===== src/rtl/mtsq_defines.vh =====
// Purpose: constants of the transmit status and queue controller
// Assumes: byte addresses of a 32-bit AXI4-Lite register window
// Notes: offsets use the low 12 address bits
`ifndef MTSQ_DEFINES_VH
`define MTSQ_DEFINES_VH
// Register byte offsets
`define MTSQ_A_EV_KEEP 12'h028
`define MTSQ_A_EV_RDCLR 12'h02C
`define MTSQ_A_BM_CTRL 12'h080
`define MTSQ_A_BM_STATE 12'h084
`define MTSQ_A_RX_DCRED 12'h09C
`define MTSQ_A_RX_SCRED 12'h0AC
`define MTSQ_A_TX_DPTR 12'h0B8
`define MTSQ_A_TX_DCRED 12'h0BC
`define MTSQ_A_TX_SPTR 12'h0C8
`define MTSQ_A_MAX_LEN 12'h0E8
// Bus master control bits
`define MTSQ_C_RX_EN 0
`define MTSQ_C_TX_EN 8
`define MTSQ_C_TX_DIS 9
`define MTSQ_C_HALT_UND 11
`define MTSQ_C_CH_RST 12
// Bus master state bits
`define MTSQ_S_RX_ACT 7
`define MTSQ_S_TX_ACT 3
`define MTSQ_S_TX_HALT 4
`define MTSQ_S_TX_HARD 5
// Event status bits
`define MTSQ_E_RX_WARN 0
`define MTSQ_E_EOC 1
`define MTSQ_E_LEN 2
`define MTSQ_E_UND_HALT 3
`define MTSQ_E_TX_STAT 4
`define MTSQ_E_HARD 5
`define MTSQ_E_W 6
// Transmit status word fields
`define MTSQ_W_FP 31
`define MTSQ_W_CLEAN 30
`define MTSQ_W_ABORT 29
`define MTSQ_W_CRS 28
`define MTSQ_W_LATE 26
`define MTSQ_W_UND 25
`define MTSQ_W_EXC 24
`define MTSQ_W_COLLISION_COUNT_LO 16
`define MTSQ_W_TBI_W 15
// Descriptor word fields
`define MTSQ_D_ABORT 31
`define MTSQ_D_SINGLE 30
`define MTSQ_D_LEN_LO 16
// Limits and reset values
`define MTSQ_LATE_BYTES 7'h3C
`define MTSQ_COLL_LIMIT 5'h10
`define MTSQ_DESC_STEP 32'h0000_0004
`define MTSQ_STAT_STEP 32'h0000_0004
`define MTSQ_MAX_LEN_RST 11'h5F2
// AXI responses
`define MTSQ_OKAY 2'b00
`define MTSQ_SLVERR 2'b10
`endif


===== src/rtl/mtsq_ctrl.v =====
// Purpose: transmit status build, error halts, event status, queue credits
// Assumes: one clock; tx engine and bus master ports on the same clock
// Notes: only mii_crs comes from a pin and is synchronised
//
// Our own choices: the AXI4-Lite interface to the registers and the address map.
`include "mtsq_defines.vh"
`timescale 1ns/1ps
`default_nettype none
////////////////////////////////////////////////////////////////////////
// What this block does
// - Every transmit status word written has the processed flag set
// - Clean flag set when a frame finishes with no error at all
// - Descriptor abort command gives the abort flag in the status
// - Carrier lost at preamble end sets the carrier loss flag
// - Collision after more than 60 bytes sets the late flag
// - Data starvation sets the underrun flag
// - Too many collisions, one or sixteen, set the excess flag
// - Status reports how many collisions the frame saw
// - Status copies the buffer index of the first descriptor
// - Credits drive fetch, send, status write and the status event
// - Bus faults halt transmit DMA until chain reset and enable
// - Excess collisions are flagged and the next frame follows
// - Underrun with halt option set halts the descriptor processor
// - Keep view reads unchanged; writing one clears that bit only
// - Read-clear view returns events and clears all of them
// - Fresh enable zeroes credits, keeps pointers, starts nothing
// - Receive active shows once enabled; credits then allow reads
// - Taking the last receive descriptor raises the warning event
// - Taking the last transmit descriptor raises end of chain
// - Overlong frame raises length fault and halts transmit
// - Enable after soft halt resumes at the same positions
// - Chain reset bit clears itself once the reset is done
module mtsq_ctrl #(
	parameter CRED_W = 16,
	parameter LEN_W = 11
) (
	input wire clk,
	input wire nrst,
	input wire [11:0] s_axi_awaddr,
	input wire s_axi_awvalid,
	output reg s_axi_awready,
	input wire [31:0] s_axi_wdata,
	input wire [3:0] s_axi_wstrb,
	input wire s_axi_wvalid,
	output reg s_axi_wready,
	output reg [1:0] s_axi_bresp,
	output reg s_axi_bvalid,
	input wire s_axi_bready,
	input wire [11:0] s_axi_araddr,
	input wire s_axi_arvalid,
	output reg s_axi_arready,
	output reg [31:0] s_axi_rdata,
	output reg [1:0] s_axi_rresp,
	output reg s_axi_rvalid,
	input wire s_axi_rready,
	output reg desc_req,
	output reg [31:0] desc_addr,
	input wire desc_ack,
	input wire desc_err,
	input wire [31:0] desc_word,
	output reg tx_start,
	output reg [LEN_W-1:0] tx_len,
	output reg tx_abandon,
	input wire tx_byte,
	input wire tx_preamble_end,
	input wire tx_collision,
	input wire tx_underrun,
	input wire tx_done,
	input wire mii_crs,
	output reg stat_req,
	output reg [31:0] stat_addr,
	output reg [31:0] stat_word,
	input wire stat_ack,
	input wire stat_err,
	input wire rx_desc_taken,
	input wire rx_stat_taken
);
	localparam S_IDLE = 5'b00001;
	localparam S_FETCH = 5'b00010;
	localparam S_SEND = 5'b00100;
	localparam S_STAT = 5'b01000;
	localparam S_HALT = 5'b10000;

	reg [4:0] state;
	reg crs_m;
	reg crs_s;
	reg aw_full;
	reg w_full;
	reg [11:0] aw_addr;
	reg [31:0] w_data;
	reg [3:0] w_strb;
	reg [15:0] bm_ctrl;
	reg rx_act;
	reg tx_fresh;
	reg tx_hard;
	reg und_pend;
	reg [`MTSQ_E_W-1:0] ev;
	reg [CRED_W-1:0] tx_cred;
	reg [CRED_W-1:0] rx_dcred;
	reg [CRED_W-1:0] rx_scred;
	reg [31:0] tx_dptr;
	reg [31:0] tx_sptr;
	reg [LEN_W-1:0] max_len;
	reg [6:0] byte_cnt;
	reg [4:0] collision_count;
	reg [`MTSQ_W_TBI_W-1:0] buffer_index_copy;
	reg single;
	reg f_abort;
	reg f_crs;
	reg f_late;
	reg f_und;
	reg f_exc;
	reg [31:0] rd_val;
	reg rd_hit;
	reg [`MTSQ_E_W-1:0] ev_set;

	wire tx_en = bm_ctrl[`MTSQ_C_TX_EN];
	wire rx_en = bm_ctrl[`MTSQ_C_RX_EN];
	wire ch_rst = bm_ctrl[`MTSQ_C_CH_RST];
	wire wr_go = aw_full & w_full & ~s_axi_bvalid;
	wire ar_go = s_axi_arvalid & s_axi_arready;
	wire [31:0] wmask = {{8{w_strb[3]}}, {8{w_strb[2]}}, {8{w_strb[1]}}, {8{w_strb[0]}}};
	wire [31:0] wd = w_data & wmask;
	wire fetch_ok = state[1] & desc_ack & ~desc_err;
	wire fetch_bad = state[1] & desc_ack & desc_err;
	wire stat_ok = state[3] & stat_ack & ~stat_err;
	wire stat_bad = state[3] & stat_ack & stat_err;
	wire [LEN_W-1:0] d_len = desc_word[`MTSQ_D_LEN_LO+LEN_W-1:`MTSQ_D_LEN_LO];
	wire too_long = d_len > max_len;
	wire [4:0] collision_count_inc = collision_count + 5'h01;
	wire exc_hit = single | (collision_count_inc == `MTSQ_COLL_LIMIT);
	wire any_err = f_abort | f_crs | f_late | f_und | f_exc;
	wire rd_clr = ar_go & (s_axi_araddr == `MTSQ_A_EV_RDCLR);
	wire wr_keep = wr_go & (aw_addr == `MTSQ_A_EV_KEEP);
	wire wr_ctrl = wr_go & (aw_addr == `MTSQ_A_BM_CTRL);
	wire tx_rise = wr_ctrl & wd[`MTSQ_C_TX_EN] & ~tx_en;
	wire rx_rise = wr_ctrl & wd[`MTSQ_C_RX_EN] & ~rx_en;
	wire [15:0] ctrl_wr = (bm_ctrl & ~wmask[15:0]) | wd[15:0];
	// Credit taken in the cycle of an enqueue write, so the write cannot hide it
	wire [CRED_W-1:0] txd_take = {{(CRED_W-1){1'b0}}, fetch_ok};
	wire [CRED_W-1:0] rxd_take = {{(CRED_W-1){1'b0}}, rx_desc_taken & (rx_dcred != 0)};
	wire [CRED_W-1:0] rxs_take = {{(CRED_W-1){1'b0}}, rx_stat_taken & (rx_scred != 0)};

	////////////////////////////////////////////////////////////////////
	// Carrier sense pin synchroniser
	always @(posedge clk or negedge nrst) begin
		if (!nrst) begin
			crs_m <= 1'b0;
			crs_s <= 1'b0;
		end else begin
			crs_m <= mii_crs;
			crs_s <= crs_m;
		end
	end

	////////////////////////////////////////////////////////////////////
	// Events raised this cycle
	always @* begin
		ev_set = {`MTSQ_E_W{1'b0}};
		ev_set[`MTSQ_E_RX_WARN] = rx_desc_taken & (rx_dcred == 1);
		ev_set[`MTSQ_E_EOC] = fetch_ok & (tx_cred == 1);
		ev_set[`MTSQ_E_LEN] = fetch_ok & too_long;
		ev_set[`MTSQ_E_UND_HALT] = stat_ok & und_pend;
		ev_set[`MTSQ_E_TX_STAT] = stat_ok;
		ev_set[`MTSQ_E_HARD] = fetch_bad | stat_bad;
	end

	////////////////////////////////////////////////////////////////////
	// Register read mux
	always @* begin
		rd_val = 32'h0000_0000;
		rd_hit = 1'b1;
		case (s_axi_araddr)
			`MTSQ_A_EV_KEEP: rd_val[`MTSQ_E_W-1:0] = ev;
			`MTSQ_A_EV_RDCLR: rd_val[`MTSQ_E_W-1:0] = ev;
			`MTSQ_A_BM_CTRL: rd_val[15:0] = bm_ctrl;
			`MTSQ_A_BM_STATE: begin
				rd_val[`MTSQ_S_RX_ACT] = rx_act;
				rd_val[`MTSQ_S_TX_ACT] = tx_en & ~state[4];
				rd_val[`MTSQ_S_TX_HALT] = state[4];
				rd_val[`MTSQ_S_TX_HARD] = tx_hard;
			end
			`MTSQ_A_RX_DCRED: rd_val[CRED_W-1:0] = rx_dcred;
			`MTSQ_A_RX_SCRED: rd_val[CRED_W-1:0] = rx_scred;
			`MTSQ_A_TX_DPTR: rd_val = tx_dptr;
			`MTSQ_A_TX_DCRED: rd_val[CRED_W-1:0] = tx_cred;
			`MTSQ_A_TX_SPTR: rd_val = tx_sptr;
			`MTSQ_A_MAX_LEN: rd_val[LEN_W-1:0] = max_len;
			default: rd_hit = 1'b0;
		endcase
	end

	////////////////////////////////////////////////////////////////////
	// AXI4-Lite handshakes; write applied one edge after both halves
	always @(posedge clk or negedge nrst) begin
		if (!nrst) begin
			s_axi_awready <= 1'b0;
			s_axi_wready <= 1'b0;
			s_axi_bvalid <= 1'b0;
			s_axi_bresp <= `MTSQ_OKAY;
			s_axi_arready <= 1'b0;
			s_axi_rvalid <= 1'b0;
			s_axi_rresp <= `MTSQ_OKAY;
			s_axi_rdata <= 32'h0000_0000;
			aw_full <= 1'b0;
			w_full <= 1'b0;
			aw_addr <= 12'h000;
			w_data <= 32'h0000_0000;
			w_strb <= 4'h0;
		end else begin
			// Address and data halves are taken in either order
			if (s_axi_awvalid & s_axi_awready) begin
				aw_full <= 1'b1;
				aw_addr <= s_axi_awaddr;
				s_axi_awready <= 1'b0;
			end else if (!aw_full & !s_axi_bvalid) begin
				s_axi_awready <= 1'b1;
			end
			if (s_axi_wvalid & s_axi_wready) begin
				w_full <= 1'b1;
				w_data <= s_axi_wdata;
				w_strb <= s_axi_wstrb;
				s_axi_wready <= 1'b0;
			end else if (!w_full & !s_axi_bvalid) begin
				s_axi_wready <= 1'b1;
			end
			if (wr_go) begin
				aw_full <= 1'b0;
				w_full <= 1'b0;
				s_axi_bvalid <= 1'b1;
				case (aw_addr)
					`MTSQ_A_EV_KEEP, `MTSQ_A_BM_CTRL, `MTSQ_A_RX_DCRED,
					`MTSQ_A_RX_SCRED, `MTSQ_A_TX_DPTR, `MTSQ_A_TX_DCRED,
					`MTSQ_A_TX_SPTR, `MTSQ_A_MAX_LEN: s_axi_bresp <= `MTSQ_OKAY;
					default: s_axi_bresp <= `MTSQ_SLVERR;
				endcase
			end else if (s_axi_bvalid & s_axi_bready) begin
				s_axi_bvalid <= 1'b0;
			end
			// Read answer registered; ready drops until rready
			if (ar_go) begin
				s_axi_arready <= 1'b0;
				s_axi_rvalid <= 1'b1;
				s_axi_rdata <= rd_val;
				s_axi_rresp <= rd_hit ? `MTSQ_OKAY : `MTSQ_SLVERR;
			end else if (s_axi_rvalid & s_axi_rready) begin
				s_axi_rvalid <= 1'b0;
			end else if (!s_axi_rvalid) begin
				s_axi_arready <= 1'b1;
			end
		end
	end

	////////////////////////////////////////////////////////////////////
	// Control registers, credits, descriptor processor
	always @(posedge clk or negedge nrst) begin
		if (!nrst) begin
			state <= S_IDLE;
			bm_ctrl <= 16'h0000;
			rx_act <= 1'b0;
			tx_fresh <= 1'b1;
			tx_hard <= 1'b0;
			und_pend <= 1'b0;
			ev <= {`MTSQ_E_W{1'b0}};
			tx_cred <= {CRED_W{1'b0}};
			rx_dcred <= {CRED_W{1'b0}};
			rx_scred <= {CRED_W{1'b0}};
			tx_dptr <= 32'h0000_0000;
			tx_sptr <= 32'h0000_0000;
			max_len <= `MTSQ_MAX_LEN_RST;
			byte_cnt <= 7'h00;
			collision_count <= 5'h00;
			buffer_index_copy <= {`MTSQ_W_TBI_W{1'b0}};
			single <= 1'b0;
			f_abort <= 1'b0;
			f_crs <= 1'b0;
			f_late <= 1'b0;
			f_und <= 1'b0;
			f_exc <= 1'b0;
			desc_req <= 1'b0;
			desc_addr <= 32'h0000_0000;
			tx_start <= 1'b0;
			tx_len <= {LEN_W{1'b0}};
			tx_abandon <= 1'b0;
			stat_req <= 1'b0;
			stat_addr <= 32'h0000_0000;
			stat_word <= 32'h0000_0000;
		end else begin
			tx_start <= 1'b0;
			tx_abandon <= 1'b0;
			// Sticky events: a new set beats a clear in the same cycle
			ev <= (ev & ~(rd_clr ? ev : {`MTSQ_E_W{1'b0}})
				& ~(wr_keep ? wd[`MTSQ_E_W-1:0] : {`MTSQ_E_W{1'b0}}))
				| ev_set;
			rx_act <= rx_en;
			// Receive credits consumed by the receive engine
			if (rx_desc_taken & (rx_dcred != 0)) begin
				rx_dcred <= rx_dcred - 1'b1;
			end
			if (rx_stat_taken & (rx_scred != 0)) begin
				rx_scred <= rx_scred - 1'b1;
			end
			case (state)
				S_IDLE: begin
					if (tx_en & bm_ctrl[`MTSQ_C_TX_DIS]) begin
						bm_ctrl[`MTSQ_C_TX_EN] <= 1'b0;
						state <= S_HALT;
					end else if (tx_en & (tx_cred != 0) & ~ch_rst) begin
						desc_req <= 1'b1;
						desc_addr <= tx_dptr;
						state <= S_FETCH;
					end
				end
				S_FETCH: begin
					if (fetch_bad) begin
						desc_req <= 1'b0;
						tx_hard <= 1'b1;
						bm_ctrl[`MTSQ_C_TX_EN] <= 1'b0;
						state <= S_HALT;
					end else if (fetch_ok) begin
						desc_req <= 1'b0;
						tx_cred <= tx_cred - 1'b1;
						tx_dptr <= tx_dptr + `MTSQ_DESC_STEP;
						buffer_index_copy <= desc_word[`MTSQ_W_TBI_W-1:0];
						single <= desc_word[`MTSQ_D_SINGLE];
						f_abort <= desc_word[`MTSQ_D_ABORT];
						f_crs <= 1'b0;
						f_late <= 1'b0;
						f_und <= 1'b0;
						f_exc <= 1'b0;
						collision_count <= 5'h00;
						byte_cnt <= 7'h00;
						if (too_long) begin
							bm_ctrl[`MTSQ_C_TX_EN] <= 1'b0;
							state <= S_HALT;
						end else if (desc_word[`MTSQ_D_ABORT]) begin
							state <= S_STAT;
						end else begin
							tx_start <= 1'b1;
							tx_len <= d_len;
							state <= S_SEND;
						end
					end
				end
				S_SEND: begin
					if (tx_byte & (byte_cnt != 7'h7F)) begin
						byte_cnt <= byte_cnt + 7'h01;
					end
					if (tx_preamble_end & ~crs_s) begin
						f_crs <= 1'b1;
					end
					if (tx_collision) begin
						collision_count <= collision_count_inc;
						byte_cnt <= 7'h00;
						if (byte_cnt > `MTSQ_LATE_BYTES) begin
							f_late <= 1'b1;
						end
						if (exc_hit) begin
							f_exc <= 1'b1;
							tx_abandon <= 1'b1;
							state <= S_STAT;
						end
					end else if (tx_underrun) begin
						f_und <= 1'b1;
						und_pend <= bm_ctrl[`MTSQ_C_HALT_UND];
						state <= S_STAT;
					end else if (tx_done) begin
						state <= S_STAT;
					end
				end
				S_STAT: begin
					// Whole status in one word, held until the write ends
					stat_req <= ~stat_ack;
					stat_addr <= tx_sptr;
					stat_word <= 32'h0000_0000;
					stat_word[`MTSQ_W_FP] <= 1'b1;
					stat_word[`MTSQ_W_CLEAN] <= ~any_err;
					stat_word[`MTSQ_W_ABORT] <= f_abort;
					stat_word[`MTSQ_W_CRS] <= f_crs;
					stat_word[`MTSQ_W_LATE] <= f_late;
					stat_word[`MTSQ_W_UND] <= f_und;
					stat_word[`MTSQ_W_EXC] <= f_exc;
					stat_word[`MTSQ_W_COLLISION_COUNT_LO+4:`MTSQ_W_COLLISION_COUNT_LO] <= collision_count;
					stat_word[`MTSQ_W_TBI_W-1:0] <= buffer_index_copy;
					if (stat_bad) begin
						tx_hard <= 1'b1;
						bm_ctrl[`MTSQ_C_TX_EN] <= 1'b0;
						state <= S_HALT;
					end else if (stat_ok) begin
						tx_sptr <= tx_sptr + `MTSQ_STAT_STEP;
						und_pend <= 1'b0;
						if (und_pend) begin
							bm_ctrl[`MTSQ_C_TX_EN] <= 1'b0;
							state <= S_HALT;
						end else begin
							state <= S_IDLE;
						end
					end
				end
				S_HALT: begin
					// Soft halts resume on enable; a hard halt waits for chain reset
					if (tx_en & ~tx_hard & ~ch_rst) begin
						state <= S_IDLE;
					end
				end
				default: state <= S_IDLE;
			endcase
			// Chain reset completes only in idle or halt, when no bus request is outstanding
			if (ch_rst & (state[0] | state[4])) begin
				bm_ctrl[`MTSQ_C_CH_RST] <= 1'b0;
				bm_ctrl[`MTSQ_C_TX_EN] <= 1'b0;
				tx_cred <= {CRED_W{1'b0}};
				tx_hard <= 1'b0;
				und_pend <= 1'b0;
				tx_fresh <= 1'b1;
				state <= S_IDLE;
			end
			// Software writes come last so they win over hardware updates
			if (wr_go) begin
				case (aw_addr)
					`MTSQ_A_BM_CTRL: begin
						bm_ctrl <= ctrl_wr;
						if (tx_rise & tx_fresh) begin
							tx_cred <= {CRED_W{1'b0}};
							tx_fresh <= 1'b0;
						end
						if (rx_rise) begin
							rx_dcred <= {CRED_W{1'b0}};
							rx_scred <= {CRED_W{1'b0}};
						end
					end
					`MTSQ_A_RX_DCRED: rx_dcred <= rx_dcred + wd[CRED_W-1:0] - rxd_take;
					`MTSQ_A_RX_SCRED: rx_scred <= rx_scred + wd[CRED_W-1:0] - rxs_take;
					`MTSQ_A_TX_DCRED: tx_cred <= tx_cred + wd[CRED_W-1:0] - txd_take;
					`MTSQ_A_TX_DPTR: tx_dptr <= (tx_dptr & ~wmask) | wd;
					`MTSQ_A_TX_SPTR: tx_sptr <= (tx_sptr & ~wmask) | wd;
					`MTSQ_A_MAX_LEN: max_len <= wd[LEN_W-1:0];
					default: ;
				endcase
			end
		end
	end
endmodule
`default_nettype wire


===== config.mk =====
export PLATFORM = sky130hd
export DESIGN_NAME = mtsq_ctrl
export DESIGN_NICKNAME = d
export VERILOG_FILES = /design/src/rtl/mtsq_ctrl.v
export VERILOG_INCLUDE_DIRS = /design/src /design/src/rtl
export SDC_FILE = /design/constraint.sdc
export NUM_CORES = 1
export LEC_CHECK = 0
export BUFFER_PORTS_ARGS = -buffer_cell sky130_fd_sc_hd__buf_2
export CELL_PAD_IN_SITES_DETAIL_PLACEMENT = 0
export CELL_PAD_IN_SITES_GLOBAL_PLACEMENT = 1
export CORE_MARGIN = 4
export CORE_UTILIZATION = 46
export CTS_CLUSTER_DIAMETER = 150
export DETAILED_ROUTE_END_ITERATION = 6
export PLACE_DENSITY_LB_ADDON = 0.1
export SLEW_MARGIN = 20
export SYNTH_ARGS = -nofsm -noshare
export SYNTH_HDL_FRONTEND = slang
export SYNTH_SLANG_ARGS = --single-unit

===== constraint.sdc =====
create_clock -name clk -period 4.3 [get_ports clk]
set_input_delay 0.645 -clock clk [delete_from_list [all_inputs] [get_ports clk]]
set_output_delay 0.645 -clock clk [all_outputs]
set_load 0.005 [all_outputs]

# After elaboration in Yosys (flattened, before gate mapping)
# Cells that the tools add are included.
[totals] inputBits=111 wordCells=351 out_inout_bits=152 ff_bits=386
[classes] order_cmp=2 n_eq_ne=53 bitwise_logic=74 addsub=13 reduce_logical=35 muxes=128
[op_table] cell="2-to-1 mux 32 bit" n=10
[op_table] cell="2-to-1 mux 16 bit" n=12
[op_table] cell="== test 12 x 8 -> 1 bit (second input constant)" n=15
[op_table] cell="case mux 16 bit (2 select lines)" n=4
[op_table] cell="AND 32 bit" n=3
[op_table] cell="2-to-1 mux 5 bit" n=17
[op_table] cell="adder 32 x 3 -> 32 bit (second input constant)" n=2
[op_table] cell="bitwise OR 32 bit" n=2
[op_table] cell="2-to-1 mux 1 bit" n=57
[op_table] cell="adder 16 bit" n=3
[op_table] cell="nonzero test 16 bit" n=3
[op_table] cell="subtractor 16 x 1 -> 16 bit" n=3
[op_table] cell="subtractor 16 x 1 -> 16 bit (second input constant)" n=3
[op_table] cell="AND 1 bit" n=38
[op_table] cell="== test 12 x 6 -> 1 bit (second input constant)" n=3
[op_table] cell="== test 16 x 1 -> 1 bit (second input constant)" n=2
[op_table] cell="inverter 32 bit" n=1
[op_table] cell="case mux 5 bit (6 select lines)" n=1
[op_table] cell="2-to-1 mux 7 bit" n=4
[op_table] cell="!= test 3 bit (second input constant)" n=9
[op_table] cell="case mux 3 bit (9 select lines)" n=1
[op_table] cell="2-to-1 mux 13 bit" n=2
[op_table] cell="case mux 5 bit (5 select lines)" n=1
[op_table] cell="AND reduction 5 bit" n=5
[op_table] cell="43 further kinds" n=104

# Longest topological paths before layout
[depth] depth_word=9 ltp_mapped=17 ltp_nobuf=17

# Worst setup path before layout
# Ideal clock, no wire load.
[synth_timing] path_type="register -> register" startpoint="register rx_dcred[11]" endpoint="register rx_dcred[10]" path_slack_ps=583 setup_time_ps=101 path_stages_with_launch=15 arrival_ps=3617 synth_period_minus_slack_ps=3717 path_buffers=0 path_cell_list="dfrtp_1 -> or4_1 -> nor4_1 -> a31oi_1 -> ha_1 -> inv_1 -> ha_1 -> fa_1 -> a211oi_1 -> o21a_1 -> o31a_1 -> nor2b_1 -> o21a_1 -> o21a_1 -> o32ai_1"
[synth_between] elab_chain_len=6 elab_cells_between_ends=7
[synth_lines] item="start: declaration" line_no="mtsq_ctrl.v:99" text="reg [CRED_W-1:0] rx_dcred;"
[synth_lines] item="start signal: assignment" line_no="mtsq_ctrl.v:266" text="rx_dcred <= {CRED_W{1'b0}};"
[synth_lines] item="start signal: assignment" line_no="mtsq_ctrl.v:298" text="rx_dcred <= rx_dcred - 1'b1;"
[synth_lines] item="start signal: assignment" line_no="mtsq_ctrl.v:428" text="rx_dcred <= {CRED_W{1'b0}};"
[synth_lines] item="nonzero test 16 bit *" line_no="mtsq_ctrl.v:141, mtsq_ctrl.v:297"
[synth_lines] item="AND 1 bit *" line_no="mtsq_ctrl.v:141, mtsq_ctrl.v:297"
[synth_lines] item="parallel branches: the longest is 3 deep, another holds subtractor 16 x 1 -> 16 bit"
[synth_lines] item="2-to-1 mux 16 bit *" line_no="mtsq_ctrl.v:419" text="if (wr_go) begin"
# Mark *: on every way between the ends.
# A chain may end at the register's enable or synchronous reset.

# Final worst setup path
[layout_timing] startpoint="register rx_dcred[9]" endpoint="register rx_dcred[10]"
[layout_between] elab_chain_len=6 elab_cells_between_ends=9
[layout_lines] item="parallel branches: the longest is 5 deep, another holds adder 16 bit"
[layout_lines] item="2-to-1 mux 16 bit *" line_no="mtsq_ctrl.v:419"
# Marked as above.

==> flow_metrics.env <==
export IMPL_vias_per_cell=5.81
export IMPL_status="complete, no violations"
export IMPL_synth_adder_area_share_pct=6.86
export IMPL_numCtsBuffers=45
export IMPL_synthFlopType="dfrtp_1"
export IMPL_synth_mux_area_share_pct=9.34
export IMPL_p_leak_nw=12.2
export IMPL_post_dp_hpwl_um=55200
export IMPL_first_global_vias=18200
export IMPL_critPathMaxFanout=5
export IMPL_pre_cts_ws_ns=0.420
export IMPL_synth_edff_count=0
export IMPL_fin_ws_ns=0.352
export IMPL_cellPowerDensity_mw_per_mm2=618
export IMPL_fillerInstances=4341
export IMPL_critical_path_buf_inv_count=2
export IMPL_num_vias=18500
export IMPL_post_cts_repair_setup_buffers=0
export IMPL_async_flop_share_pct=100
export IMPL_min_period_over_period_pct=91.8
export IMPL_drt_iter0_drc=1501
export IMPL_synth_distinct_cells=72
export IMPL_dieHeight_um=225
export IMPL_antenna_found_initial=2
export IMPL_drv_slew=0
export IMPL_period_minus_slack_ns=3.95
export IMPL_grtUsageTotal_pct=28.0
export IMPL_first_pass_iters=7
export IMPL_cts_root_buf="clkbuf_16"
export IMPL_synth_compound_area_share_pct=15.1
export IMPL_cp_common_cell="o21a_1"
export IMPL_cts_tree="yes"
export IMPL_ys_ff_latch=384
export IMPL_num_antenna_cells=0
export IMPL_synth_warnings=0
export IMPL_overflow=0
export IMPL_dieArea_mm2=0.0506
export IMPL_grt_setup_unrepaired="false"
export IMPL_cp_slowest_stage_delay_ns=0.55
export IMPL_initial_utilization_pct=46.5
export IMPL_synth_top_family_by_area="simple AND/OR/NAND/NOR gates"
export IMPL_ctsResizeCount=0
export IMPL_hold_viol_final=0
export IMPL_fin_tns_setup_ns=0
export IMPL_setup_viol=0
export IMPL_core_area_mm2=0.0466
export IMPL_fin_skew_ns=0.0175
export IMPL_ir_drop_mv=0.480
export IMPL_cp_required_ns=4.78
export IMPL_synth_simple_area_share_pct=16.0
export IMPL_final_common_cell="dfrtp_1"
export IMPL_yosysSeqAreaShare_pct=44.4
export IMPL_die_w_um=225
export IMPL_cts_hold_repair_buffers=0
export IMPL_crit_chain="or4_1, nor4_1, buf_4, a31oi_1, ha_1, inv_1, ha_1, fa_1, a211oi_1, o21a_1, o31a_1, nor2b_1, o21a_1, o21a_1, o32ai_1"
export IMPL_avgSynthCellArea_um2=9.49
export IMPL_num_rows=79
export IMPL_drive_gt1_share_pct=22.7
export IMPL_slowest_stage="or4_1"
export IMPL_final_nets=2788
export IMPL_end_kind="register"
export IMPL_start_kind="register"
export IMPL_power_total_w=0.0157
export IMPL_area_growth_pct=16.9
export IMPL_drc=0
export IMPL_routed_wl_um=72500
export IMPL_cp_arrival_ns=4.43
export IMPL_ys_top_cells_by_area="dfrtp_1, mux2_2, ha_1"
export IMPL_grt_max_degree=93
export IMPL_final_cell_mix="dfrtp_1, buf_2, nand2_1"
export IMPL_relSlewSlack_pct=27.9
export IMPL_cts_num_sinks=384
export IMPL_dpl_cell_count=3120
export IMPL_route_antenna_remaining_nets=0
export IMPL_worst_hold_slack_ns=0.107
export IMPL_synth_xor_area_share_pct=3.44
export IMPL_cap_violations=0
export IMPL_port_buffers=251
export IMPL_holdCritPathClass="in2async"
export IMPL_routedWlPerCell_um=22.7
export IMPL_max_freq_mhz=253
export IMPL_post_synth_inst_count=2281
export IMPL_io_pins=263
export IMPL_yosysTopAreaCell="dfrtp_1"
export IMPL_worst_slew_pin_slew_ns=1.07
export IMPL_clk_insertion_delay_late_ns=0.58
export IMPL_h_tree_depth=2
export IMPL_grt_pass1_wl_um=110000
export IMPL_cts_buffer_depth=3
export IMPL_netlist_area_mm2=0.0217
export IMPL_clkSlewWorstSetupHoldPaths_ns=0.07
export IMPL_synth_top_area_share_pct=43.3
export IMPL_path_class="reg2reg"
export IMPL_routabilityCongestion=0.983
export IMPL_fin_cells=3194
export IMPL_path_delay_family="compound AO/OA/AOI/OAI gates"
==> metrics by stage <==
step	utilization, %	area [µm²]
global placement	51.3	23900
finish	54.4	25300
floorplan	-	21700
CTS	54.4	25300
detailed placement	51.3	23900
global route	54.4	25300
==> layer usage <==
layer  up-vias  part of all wire (%)  routed length, µm  global-route usage (%)
met3       118                   6.3               4600                    4.62
met1      9171                    44              31900                    39.2
met2       585                    46              33700                    45.3
met5         -                 0.017                 12                       0
met4         2                   3.2               2320                    8.38
li1       8672                     -                  -                       -
==> power by group <==
group,switching (W),internal [W],total [W]
Combinational,0.00381,0.00295,0.00675
Sequential,0.000803,0.00432,0.00512
Clock,0.00155,0.00223,0.00378
==> cells in the mapped netlist (all sizes together) (21+ instances only) <==
cell type  count
dfrtp        375
nand2        227
nor2         224
inv          172
mux2         160
a21oi        116
ha           114
o21ai        107
clkbuf        65
nand3         62
o22ai         55
xnor2         55
nor3          54
nand4         42
xor2          30
buf           29
a221oi        26
a21o          25
o21a          25
and3          22
mux2i         22
nand2b        21
nor4          21
==> cell families after synthesis <==
kind of cell             count (synthesis)
AND/OR/NAND/NOR                        743
AO/OA/AOI/OAI                          503
flip-flops                             384
buffers and inverters                  266
multiplexers                           182
adder cells (fa/ha/maj)                117
XOR/XNOR                                85
other                                    1
==> path summary, 6_finish.rpt <==
path	startpoint	to	slack (ns)	cells past startpoint
worst min-delay path	nrst	stat_word[14]$_DFFE_PN0N_	0.11	1
worst max register to register	rx_dcred[9]$_DFF_PN0_	rx_dcred[10]$_DFF_PN0_	0.35	15
max in group asynchronous	nrst	max_len[4]$_DFFE_PN1P_	3.13	2
worst min register to register	crs_m$_DFF_PN0_	crs_s$_DFF_PN0_	0.36	0
min in group clk	mii_crs	crs_m$_DFF_PN0_	0.18	1
worst max-delay path	rx_dcred[9]$_DFF_PN0_	rx_dcred[10]$_DFF_PN0_	0.35	15
==> final cells by class <==
| class | instances | area, µm² | area share, % |
|---|---|---|---|
| multi-input cells | 1637 | 11100 | 43.7 |
| well taps | 607 | 759 | 3.00 |
| flip-flops and latches | 384 | 9620 | 38.0 |
| repair buffers | 320 | 1820 | 7.19 |
| inverters | 172 | 646 | 2.55 |
| clock inverters | 10 | 140 | 0.553 |
| clock buffers | 64 | 1280 | 5.05 |
Note: power is estimated with default switching activity, not from simulation.
